[config.mk]
export PLATFORM = sky130hd
export DESIGN_NAME = csoc_regs
export DESIGN_NICKNAME = d
export VERILOG_FILES = /design/src/inc/csoc_pkg.sv /design/src/design/csoc_regs.sv
export VERILOG_INCLUDE_DIRS = /design/src /design/src/inc
export SDC_FILE = /design/constraint.sdc
export NUM_CORES = 1
export LEC_CHECK = 0
export ABC_AREA = 1
export BUFFER_PORTS_ARGS = -buffer_cell sky130_fd_sc_hd__buf_2
export CORE_MARGIN = 5
export CORE_UTILIZATION = 40
export CTS_BUF_LIST = sky130_fd_sc_hd__clkbuf_2
export CTS_CLUSTER_DIAMETER = 50
export DETAILED_ROUTE_END_ITERATION = 6
export SYNTH_ARGS = -nofsm -noshare
export SYNTH_HDL_FRONTEND = slang
export SYNTH_SLANG_ARGS = --single-unit
[constraint.sdc]
create_clock -name clock_i -period 3.4 [get_ports clock_i]
set_clock_uncertainty 0.2 [all_clocks]
set_input_delay 0.68 -clock clock_i [delete_from_list [all_inputs] [get_ports clock_i]]
set_output_delay 0.68 -clock clock_i [all_outputs]
set_load 0.02 [all_outputs]
[src/inc/csoc_cfg.svh]
// Offsets, field positions, reset values and write masks of the codec status and output control registers.
`ifndef CSOC_CFG_SVH
`define CSOC_CFG_SVH

`define CSOC_ADDR_W           7
`define CSOC_OFF_FLAGS        7'h24
`define CSOC_OFF_PWR          7'h25
`define CSOC_OFF_HPDRV        7'h26
`define CSOC_OFF_RSVD         7'h27
`define CSOC_OFF_STAGE        7'h28

`define CSOC_RST_PWR          8'h00
`define CSOC_RST_HPDRV        8'h00
`define CSOC_RST_RSVD         8'h00
`define CSOC_RST_STAGE        8'h00
`define CSOC_RST_FLAGS        8'h00

`define CSOC_PWR_WMASK        8'hf0
`define CSOC_HPDRV_WMASK      8'h3e
`define CSOC_STAGE_WMASK      8'hff

`define CSOC_PWR_LDAC_BIT     7
`define CSOC_PWR_RDAC_BIT     6
`define CSOC_PWR_LCOM_HI      5
`define CSOC_PWR_LCOM_LO      4
`define CSOC_HP_RCOM_HI       5
`define CSOC_HP_RCOM_LO       3
`define CSOC_HP_SCP_EN_BIT    2
`define CSOC_HP_SCP_MODE_BIT  1
`define CSOC_ST_VCM_HI        7
`define CSOC_ST_VCM_LO        6
`define CSOC_ST_LBYP_HI       5
`define CSOC_ST_LBYP_LO       4
`define CSOC_ST_RBYP_HI       3
`define CSOC_ST_RBYP_LO       2
`define CSOC_ST_STEP_HI       1
`define CSOC_ST_STEP_LO       0

`endif

[src/inc/csoc_pkg.sv]
// Types shared by the codec status and output control register bank.
package csoc_pkg;

    typedef enum logic [1:0] {
        CSOC_LCOM_DIFF,
        CSOC_LCOM_VCM,
        CSOC_LCOM_SE,
        CSOC_LCOM_RSVD
    } csoc_lcom_t;

    typedef enum logic [2:0] {
        CSOC_RCOM_DIFF_R,
        CSOC_RCOM_VCM,
        CSOC_RCOM_SE,
        CSOC_RCOM_DIFF_LCOM,
        CSOC_RCOM_EXT_FB,
        CSOC_RCOM_RSVD5,
        CSOC_RCOM_RSVD6,
        CSOC_RCOM_RSVD7
    } csoc_rcom_t;

    typedef enum logic [1:0] {
        CSOC_VCM_1V35,
        CSOC_VCM_1V50,
        CSOC_VCM_1V65,
        CSOC_VCM_1V80
    } csoc_vcm_t;

    typedef enum logic [1:0] {
        CSOC_BYP_OFF,
        CSOC_BYP_POS,
        CSOC_BYP_NEG,
        CSOC_BYP_DIFF
    } csoc_byp_t;

    typedef enum logic [1:0] {
        CSOC_STEP_1FS,
        CSOC_STEP_2FS,
        CSOC_STEP_OFF,
        CSOC_STEP_RSVD
    } csoc_step_t;

    // Live status of one ADC channel as seen by the analog and gain-control blocks.
    typedef struct packed {
        logic gain_settled;
        logic adc_powered;
        logic below_noise;
        logic agc_at_max;
    } csoc_chan_status_t;

    // Decoded analog control outputs.
    typedef struct packed {
        logic       left_dac_power;
        logic       right_dac_power;
        csoc_lcom_t left_common_terminal_driver;
        csoc_rcom_t right_common_terminal_driver;
        logic       short_protect_en;
        logic       short_protect_pwrdn;
        csoc_vcm_t  common_mode_level;
        csoc_byp_t  left_second_line_input;
        csoc_byp_t  right_second_line_input;
        csoc_step_t soft_step;
    } csoc_analog_ctrl_t;

endpackage : csoc_pkg

[src/design/csoc_regs.sv]
// Codec ADC/AGC status and output driver control register bank.
`timescale 1ns/1ps
`include "csoc_cfg.svh"

// Behaviour
// - Flag bits 6 and 2 read 1 while the left or right ADC is powered up.
// - Flag bits 5 and 1 read 1 while left or right signal power is below the noise threshold.
// - Flag bits 4 and 0 read 1 while left or right automatic gain sits at its maximum.
// - Power register bits 7 and 6 power the left and right DAC, both off after reset.
// - Power register bits 5-4 choose the left common-terminal driver role.
// - Driver register bits 5-3 choose the right common-terminal driver role.
// - Driver register bit 2 enables short-circuit protection on all high-power drivers, off after reset.
// - Driver register bit 1 picks current limiting at 0 or automatic driver power-down at 1.
// - Stage register bits 7-6 select the output common-mode level.
// - Stage register bits 5-4 control the left second line input bypass.
// - Stage register bits 3-2 control the right second line input bypass.
// - Stage register bits 1-0 set output volume soft-stepping.
module csoc_regs
    import csoc_pkg::*;
#(
    parameter int ADDR_W = `CSOC_ADDR_W
) (
    input  wire logic              clock_i,
    input  wire logic              rst_n_i,
    input  wire logic [ADDR_W-1:0] reg_addr_i,
    input  wire logic              reg_wr_i,
    input  wire logic              reg_rd_i,
    input  wire logic [7:0]        reg_wdata_i,
    input  csoc_chan_status_t      left_status_i,
    input  csoc_chan_status_t      right_status_i,
    output logic [7:0]             reg_rdata_o,
    output logic                   reg_rvalid_o,
    output csoc_analog_ctrl_t      analog_ctrl_o
);

    // ==========================================================================
    // Elaboration checks
    // ==========================================================================
    // Offset 0x28 needs six address bits; for wider buses the decoder zero-extends the offsets.
    if (ADDR_W < 6) begin : g_bad_addr_w
        $error("csoc_regs: ADDR_W must reach offset 0x28");
    end
    if (`CSOC_PWR_LCOM_HI - `CSOC_PWR_LCOM_LO + 1 != $bits(csoc_lcom_t)) begin : g_bad_lcom_field
        $error("csoc_regs: left common-terminal field does not match its type");
    end
    if (`CSOC_HP_RCOM_HI - `CSOC_HP_RCOM_LO + 1 != $bits(csoc_rcom_t)) begin : g_bad_rcom_field
        $error("csoc_regs: right common-terminal field does not match its type");
    end
    if (`CSOC_ST_VCM_HI - `CSOC_ST_VCM_LO + 1 != $bits(csoc_vcm_t)) begin : g_bad_vcm_field
        $error("csoc_regs: common-mode field does not match its type");
    end
    if (`CSOC_ST_LBYP_HI - `CSOC_ST_LBYP_LO + 1 != $bits(csoc_byp_t)) begin : g_bad_lbyp_field
        $error("csoc_regs: left bypass field does not match its type");
    end
    if (`CSOC_ST_RBYP_HI - `CSOC_ST_RBYP_LO + 1 != $bits(csoc_byp_t)) begin : g_bad_rbyp_field
        $error("csoc_regs: right bypass field does not match its type");
    end
    if (`CSOC_ST_STEP_HI - `CSOC_ST_STEP_LO + 1 != $bits(csoc_step_t)) begin : g_bad_step_field
        $error("csoc_regs: soft-stepping field does not match its type");
    end

    // ==========================================================================
    // Address decode
    // ==========================================================================
    function automatic logic hit(input logic [ADDR_W-1:0] a, input logic [6:0] off);
        hit = (a == ADDR_W'(off));
    endfunction : hit

    // Read value of one offset; the reserved slot and unmapped offsets read zero.
    function automatic logic [7:0] read_word(
        input logic [ADDR_W-1:0] a,
        input logic [7:0]        flags,
        input logic [7:0]        pwr,
        input logic [7:0]        hpdrv,
        input logic [7:0]        stage
    );
        logic [7:0] w;
        w = 8'h00;
        if (hit(a, `CSOC_OFF_FLAGS)) begin
            w = flags;
        end else if (hit(a, `CSOC_OFF_PWR)) begin
            w = pwr;
        end else if (hit(a, `CSOC_OFF_HPDRV)) begin
            w = hpdrv;
        end else if (hit(a, `CSOC_OFF_RSVD)) begin
            w = `CSOC_RST_RSVD;
        end else if (hit(a, `CSOC_OFF_STAGE)) begin
            w = stage;
        end
        read_word = w;
    endfunction : read_word

    // ==========================================================================
    // Storage
    // ==========================================================================
    localparam logic [7:0] RST_PWR   = `CSOC_RST_PWR;
    localparam logic [7:0] RST_HPDRV = `CSOC_RST_HPDRV;
    localparam logic [7:0] RST_STAGE = `CSOC_RST_STAGE;

    logic       wr_pwr;
    logic       wr_hpdrv;
    logic       wr_stage;
    logic       left_dac_q;
    logic       right_dac_q;
    csoc_lcom_t lcom_q;
    csoc_rcom_t rcom_q;
    logic       scp_en_q;
    logic       scp_mode_q;
    csoc_vcm_t  vcm_q;
    csoc_byp_t  lbyp_q;
    csoc_byp_t  rbyp_q;
    csoc_step_t step_q;
    logic [7:0] pwr_rd;
    logic [7:0] hpdrv_rd;
    logic [7:0] stage_rd;
    logic [7:0] flags_d;
    logic [7:0] flags_q;
    logic [7:0] rdata_d;

    // ==========================================================================
    // Write strobes
    // ==========================================================================
    // The flag register and the reserved slot have no strobe, so writes to them are dropped.
    always_comb begin
        wr_pwr   = reg_wr_i && hit(reg_addr_i, `CSOC_OFF_PWR);
        wr_hpdrv = reg_wr_i && hit(reg_addr_i, `CSOC_OFF_HPDRV);
        wr_stage = reg_wr_i && hit(reg_addr_i, `CSOC_OFF_STAGE);
    end

    // ==========================================================================
    // Power and left common-terminal fields
    // ==========================================================================
    // Reserved bits 3-0 are not stored, so they always read zero.
    always_ff @(posedge clock_i) begin
        if (!rst_n_i) begin
            left_dac_q <= RST_PWR[`CSOC_PWR_LDAC_BIT];
        end else if (wr_pwr) begin
            left_dac_q <= reg_wdata_i[`CSOC_PWR_LDAC_BIT];
        end
    end

    always_ff @(posedge clock_i) begin
        if (!rst_n_i) begin
            right_dac_q <= RST_PWR[`CSOC_PWR_RDAC_BIT];
        end else if (wr_pwr) begin
            right_dac_q <= reg_wdata_i[`CSOC_PWR_RDAC_BIT];
        end
    end

    always_ff @(posedge clock_i) begin
        if (!rst_n_i) begin
            lcom_q <= csoc_lcom_t'(RST_PWR[`CSOC_PWR_LCOM_HI:`CSOC_PWR_LCOM_LO]);
        end else if (wr_pwr) begin
            lcom_q <= csoc_lcom_t'(reg_wdata_i[`CSOC_PWR_LCOM_HI:`CSOC_PWR_LCOM_LO]);
        end
    end

    // ==========================================================================
    // High-power driver fields
    // ==========================================================================
    // Reserved bits 7-6 and 0 are not stored, so they always read zero.
    always_ff @(posedge clock_i) begin
        if (!rst_n_i) begin
            rcom_q <= csoc_rcom_t'(RST_HPDRV[`CSOC_HP_RCOM_HI:`CSOC_HP_RCOM_LO]);
        end else if (wr_hpdrv) begin
            rcom_q <= csoc_rcom_t'(reg_wdata_i[`CSOC_HP_RCOM_HI:`CSOC_HP_RCOM_LO]);
        end
    end

    always_ff @(posedge clock_i) begin
        if (!rst_n_i) begin
            scp_en_q <= RST_HPDRV[`CSOC_HP_SCP_EN_BIT];
        end else if (wr_hpdrv) begin
            scp_en_q <= reg_wdata_i[`CSOC_HP_SCP_EN_BIT];
        end
    end

    always_ff @(posedge clock_i) begin
        if (!rst_n_i) begin
            scp_mode_q <= RST_HPDRV[`CSOC_HP_SCP_MODE_BIT];
        end else if (wr_hpdrv) begin
            scp_mode_q <= reg_wdata_i[`CSOC_HP_SCP_MODE_BIT];
        end
    end

    // ==========================================================================
    // Output stage fields
    // ==========================================================================
    // All eight bits are stored; a reserved soft-stepping code is kept as written.
    always_ff @(posedge clock_i) begin
        if (!rst_n_i) begin
            vcm_q <= csoc_vcm_t'(RST_STAGE[`CSOC_ST_VCM_HI:`CSOC_ST_VCM_LO]);
        end else if (wr_stage) begin
            vcm_q <= csoc_vcm_t'(reg_wdata_i[`CSOC_ST_VCM_HI:`CSOC_ST_VCM_LO]);
        end
    end

    always_ff @(posedge clock_i) begin
        if (!rst_n_i) begin
            lbyp_q <= csoc_byp_t'(RST_STAGE[`CSOC_ST_LBYP_HI:`CSOC_ST_LBYP_LO]);
        end else if (wr_stage) begin
            lbyp_q <= csoc_byp_t'(reg_wdata_i[`CSOC_ST_LBYP_HI:`CSOC_ST_LBYP_LO]);
        end
    end

    always_ff @(posedge clock_i) begin
        if (!rst_n_i) begin
            rbyp_q <= csoc_byp_t'(RST_STAGE[`CSOC_ST_RBYP_HI:`CSOC_ST_RBYP_LO]);
        end else if (wr_stage) begin
            rbyp_q <= csoc_byp_t'(reg_wdata_i[`CSOC_ST_RBYP_HI:`CSOC_ST_RBYP_LO]);
        end
    end

    always_ff @(posedge clock_i) begin
        if (!rst_n_i) begin
            step_q <= csoc_step_t'(RST_STAGE[`CSOC_ST_STEP_HI:`CSOC_ST_STEP_LO]);
        end else if (wr_stage) begin
            step_q <= csoc_step_t'(reg_wdata_i[`CSOC_ST_STEP_HI:`CSOC_ST_STEP_LO]);
        end
    end

    // ==========================================================================
    // Read-back bytes
    // ==========================================================================
    // Stored fields are put back at their bit positions; unstored bits read zero.
    always_comb begin
        pwr_rd                                          = 8'h00;
        pwr_rd[`CSOC_PWR_LDAC_BIT]                      = left_dac_q;
        pwr_rd[`CSOC_PWR_RDAC_BIT]                      = right_dac_q;
        pwr_rd[`CSOC_PWR_LCOM_HI:`CSOC_PWR_LCOM_LO]     = lcom_q;
        hpdrv_rd                                        = 8'h00;
        hpdrv_rd[`CSOC_HP_RCOM_HI:`CSOC_HP_RCOM_LO]     = rcom_q;
        hpdrv_rd[`CSOC_HP_SCP_EN_BIT]                   = scp_en_q;
        hpdrv_rd[`CSOC_HP_SCP_MODE_BIT]                 = scp_mode_q;
        stage_rd                                        = 8'h00;
        stage_rd[`CSOC_ST_VCM_HI:`CSOC_ST_VCM_LO]       = vcm_q;
        stage_rd[`CSOC_ST_LBYP_HI:`CSOC_ST_LBYP_LO]     = lbyp_q;
        stage_rd[`CSOC_ST_RBYP_HI:`CSOC_ST_RBYP_LO]     = rbyp_q;
        stage_rd[`CSOC_ST_STEP_HI:`CSOC_ST_STEP_LO]     = step_q;
    end

    // ==========================================================================
    // Live status flags
    // ==========================================================================
    // Sampled every cycle from the hardware; reads never alter them.
    always_comb begin
        flags_d = {left_status_i.gain_settled,
                   left_status_i.adc_powered,
                   left_status_i.below_noise,
                   left_status_i.agc_at_max,
                   right_status_i.gain_settled,
                   right_status_i.adc_powered,
                   right_status_i.below_noise,
                   right_status_i.agc_at_max};
    end

    always_ff @(posedge clock_i) begin
        if (!rst_n_i) begin
            flags_q <= `CSOC_RST_FLAGS;
        end else begin
            flags_q <= flags_d;
        end
    end

    // ==========================================================================
    // Read port
    // ==========================================================================
    // Read data appears one cycle after the strobe and falls back to zero a cycle later.
    always_comb begin
        rdata_d = 8'h00;
        if (reg_rd_i) begin
            rdata_d = read_word(reg_addr_i, flags_q, pwr_rd, hpdrv_rd, stage_rd);
        end
    end

    always_ff @(posedge clock_i) begin
        if (!rst_n_i) begin
            reg_rvalid_o <= 1'b0;
        end else begin
            reg_rvalid_o <= reg_rd_i;
        end
    end

    always_ff @(posedge clock_i) begin
        if (!rst_n_i) begin
            reg_rdata_o <= 8'h00;
        end else begin
            reg_rdata_o <= rdata_d;
        end
    end

    // ==========================================================================
    // Analog control outputs
    // ==========================================================================
    // Taken from the stored fields, so the outputs follow a write by two cycles.
    always_ff @(posedge clock_i) begin
        if (!rst_n_i) begin
            analog_ctrl_o <= '0;
        end else begin
            analog_ctrl_o.left_dac_power               <= left_dac_q;
            analog_ctrl_o.right_dac_power              <= right_dac_q;
            analog_ctrl_o.left_common_terminal_driver  <= lcom_q;
            analog_ctrl_o.right_common_terminal_driver <= rcom_q;
            analog_ctrl_o.short_protect_en             <= scp_en_q;
            // Power-down mode only matters while protection is on.
            analog_ctrl_o.short_protect_pwrdn          <= scp_en_q & scp_mode_q;
            analog_ctrl_o.common_mode_level            <= vcm_q;
            analog_ctrl_o.left_second_line_input       <= lbyp_q;
            analog_ctrl_o.right_second_line_input      <= rbyp_q;
            analog_ctrl_o.soft_step                    <= step_q;
        end
    end

endmodule : csoc_regs

Yosys cells after proc, flatten, opt, wreduce, memory -nomap -nowiden
Cells that the tools add are included.
{"block": "classes", "muxes": 5, "eq_ne": 5, "n_reduce_logical": 4, "bitwise": 1}
{"op": "$mux W8", "n": 5}
{"op": "$eq A7 B6 Y1 const B", "n": 5}
{"op": "$logic_and A1 B1 Y1", "n": 3}
{"op": "$reduce_and A2 Y1", "n": 1}
{"op": "$and A1 B1 Y1", "n": 1}
{"block": "totals", "reg_bits": 51, "elab_cells": 38, "in_bits": 27}

Depth between registers and ports, before layout
{"block": "depth", "ltp_word": 6, "depth_mapped": 9, "depth_no_buf": 8}

Least setup slack after synthesis
Ideal clock, no wire load.
{"block": "synth_timing", "path_type": "input port to flip-flop", "startpoint": "input reg_addr_i[4]", "endpoint": "register lcom_q[0]", "stages": 7, "setup_slack_ns": 1.771, "arrival_time_ns": 1.297, "path_buffers": 1, "setup_time_ns": 0.132, "cell_sequence": "inv_2 > nand2_2 > nor2_8 > buf_6 > nand3_1 > nand2_1 > a21oi_1"}
{"block": "synth_via", "elab_chain_cells": 2}
{"element": "from (decl)", "line_no": "csoc_regs.sv:25", "text": "input wire logic [ADDR_W-1:0] reg_addr_i,"}
{"element": "$eq A7 B6 Y1", "line_no": "csoc_regs.sv:66", "text": "hit = (a == ADDR_W'(off));"}
{"element": "$logic_and A1 B1 Y1", "line_no": "csoc_regs.sv:125", "text": "wr_pwr = reg_wr_i && hit(reg_addr_i, `CSOC_OFF_PWR);"}
{"element": "to (signal assigned)", "line_no": "csoc_regs.sv:152", "text": "lcom_q <= csoc_lcom_t'(RST_PWR[`CSOC_PWR_LCOM_HI:`CSOC_PWR_LCOM_LO]);"}
{"element": "to (signal assigned)", "line_no": "csoc_regs.sv:154", "text": "lcom_q <= csoc_lcom_t'(reg_wdata_i[`CSOC_PWR_LCOM_HI:`CSOC_PWR_LCOM_LO]);"}
{"element": "to (decl)", "line_no": "csoc_regs.sv:105", "text": "csoc_lcom_t lcom_q;"}
No other way between the ends.
A chain may end at the register's enable or synchronous reset.

Final worst setup path
{"block": "layout_timing", "startpoint": "register reg_rdata_o[0]", "endpoint": "output reg_rdata_o[0]"}
{"element": "from (decl)", "line_no": "csoc_regs.sv:31", "text": "output logic [7:0] reg_rdata_o,"}
{"element": "from (signal assigned)", "line_no": "csoc_regs.sv:288", "text": "reg_rdata_o <= rdata_d;"}
No word-level cell between the ends.

==> flow_summary.toml <==
[detailed_routing]
antenna_left = 0
wire_per_inst_microns = 11.80
initialDrtViolationCount = 165
drc = 0
num_vias = 1662
first_pass_iters = 4
viasPerCell = 4.682
wl_microns = 4189

[setup_path]
path_cells = "buf_2"
cp_top_family = "flip-flops"
cp-start-kind = "flop"
cp.arrival_ps = 960
cp_max_fo = 1
cp_num_buf_inv = 1
crit_required_ps = 2520
critPathMaxStageDelay_ps = 380
endpoint_kind = "primary output"
critPathKind = "flop to primary output"
cp_slowest_cell = "dfxtp_1"

[floorplan]
floorplan.rows = 25
ios = 53
die_w_microns = 80.10
initial_core_util_pct = 41.34
die_y_microns = 80.10
die_area_sq_mm = 0.006416
core-area_sq_mm = 0.004755

[synth]
synthArstFlopShare_pct = 0
ys_warn_count = 0
synth_ff_type = "dfxtp_1"
ys_seq_elements = 51
syn_inst = 239
synth_area_per_cell_sq_um = 8.224
yosysTopAreaCell = "dfxtp_1"
ys_types = 21
synth_edf_count = 0
synth_most_common_cell = "nand2_1"
yosysSeqAreaShare_pct = 51.94
synth_top_area_share_pct = 51.94
syn-num-nets = 266
synth_area_leaders = "dfxtp_1, nand2_1, nand3_1, inv_1, nand4_1"
synthesis.area_sq_mm = 0.001966
yosys-top-cells-count = "nand2_1, dfxtp_1, inv_1"

[global_routing]
antenna_found_initial = 0
grt_pass1_wl_microns = 6941
grt_use_total_pct = 13.76
grt_pass1_vias = 1480
grtUsageMet3_pct = 3.251
top_usage_layer = "met2"
grt_max_degree = 43
grt_use_met1_pct = 19.09
grt_overflow = 0
met2_usage_pct = 20.94

[power_and_ir_drop]
peakVddDrop_mv = 0.1953
leakage_nw = 1.218
p_total_w = 0.0009048
power.density_mw_per_mm2 = 397.1

[timing]
tns_ps = 0
period_minus_slack_ps = 1843
slew_headroom_pct = 62.78
setup_viol = 0
hold_viol = 0
post-route-period-util_pct = 54.20
drv_slew = 0
rsz0062_at_grt = "false"
tightest_slew_ps = 558.3
fmax_mhz = 542.6

[final_layout]
seqCellArea_sq_mm = 0.001021
nNetsFinal = 314
layout-drive-gt1-share_pct = 26.04
nFillCells = 504
multi_input_area_sq_um = 734.5
n_antenna_cell = 0
area_growth_pct = 15.91

[cts]
clock-root-buffer = "clkbuf_2"
h-tree-depth = 2
cts-hold-fix-buffers = 0
cts_resized = 0
cts_tree = "built"
numCtsBuffers = 5
cts.path.max_buffers = 2
cts.clk_slew.worst_paths_ps = 240
clock_latency_ps = 420
post_cts_buffers = 0
cts.sinks = 51

[placement]
gp_congestion = 0.7920
port_buffers = 52
dp_hpwl_microns = 3019

[flow_run]
cap_violations = 0

[outcome]
status = "completed"

[hold_path]
hp-class = "primary input to flop"
routing by layer:
metal / routed length [microns] / share of wire, % / vias up
li1: - / - / 854
met1: 1902 / 45 / 728
met2: 1876 / 45 / 75
met3: 356 / 8.5 / 5
met4: 53 / 1.3 / 0
met5: 0 / 0 / -
kinds of logic (layout without fill, tap and decap cells):
family	Yosys count	count (layout)	share of synthesized area, %
simple gates	118	118	31.57
buf+inv	48	97	10.69
flops	51	51	51.94
compound gates	22	22	5.793
through the flow:
step	hold slack [ps]	utilization (%)	setup WS [ps]	instances	cell area (sq um)
after floorplan	220.0	-	1771	239	1966
after CTS	202.0	47.92	1541	355	2278
after global placement	245.4	47.08	1278	347	2238
after global routing	198.8	47.92	1495	355	2278
after detailed placement	246.0	47.08	1259	347	2238
final	217.3	47.92	1557	355	2278
path summary, 6_finish.rpt:
| path | from | to | slack, ps | depth (start not counted) |
|---|---|---|---|---|
| setup reg to reg | lcom_q[1]$_SDFFE_PN0P_ | reg_rdata_o[5]$_SDFF_PN0_ | 2390 | 4 |
| setup / recovery | reg_rdata_o[0]$_SDFF_PN0_ | reg_rdata_o[0] | 1560 | 1 |
| hold / removal | right_status_i[0] | flags_q[0]$_SDFF_PN0_ | 220 | 3 |
| hold reg to reg | rcom_q[2]$_SDFFE_PN0P_ | analog_ctrl_o[12]$_SDFF_PN0_ | 270 | 2 |
layout make-up:
class	instances	area share (%)
Sequential cell	51	44.81
Multi-Input combinational cell	140	32.23
Timing Repair Buffer	52	11.42
Inverter	37	6.096
Tap cell	67	3.679
Clock buffer	5	1.098
Clock inverter	3	0.6590
cell usage in the layout, fill, tap and decap left out:
cell        instances
nand2_2             4
nand2_1            55
dfxtp_1            51
buf_2              52
nand2_4             1
o21ai_1             3
nand3_4             1
clkbuf_2            5
clkinv_1            2
nand3_1            24
inv_1              32
nand3_2             1
a21oi_1            18
nor2_4              2
clkinvlp_4          1
inv_2               5
nand4_1            17
nand3b_1            1
o2111ai_1           1
nor2_8              3
nor2_1              9
power breakdown:
group | internal (W) | leakage (nW) | switching [W]
Combinational | 0.0000200 | 0.780 | 0.0000452
Clock | 0.0000458 | 0.0241 | 0.000186
Sequential | 0.000606 | 0.413 | 0.00000177
flip-flops by register name, indices dropped and copies added (netlist names):
| name | flops |
|---|---|
| analog_ctrl_o | 17 |
| flags_q | 8 |
| reg_rdata_o | 8 |
| rcom_q | 3 |
| lbyp_q | 2 |
| lcom_q | 2 |
| rbyp_q | 2 |
| step_q | 2 |
| vcm_q | 2 |
| left_dac_q | 1 |
| reg_rvalid_o | 1 |
| right_dac_q | 1 |
| scp_en_q | 1 |
| scp_mode_q | 1 |
No activity file was read; power rests on OpenSTA's default activity.
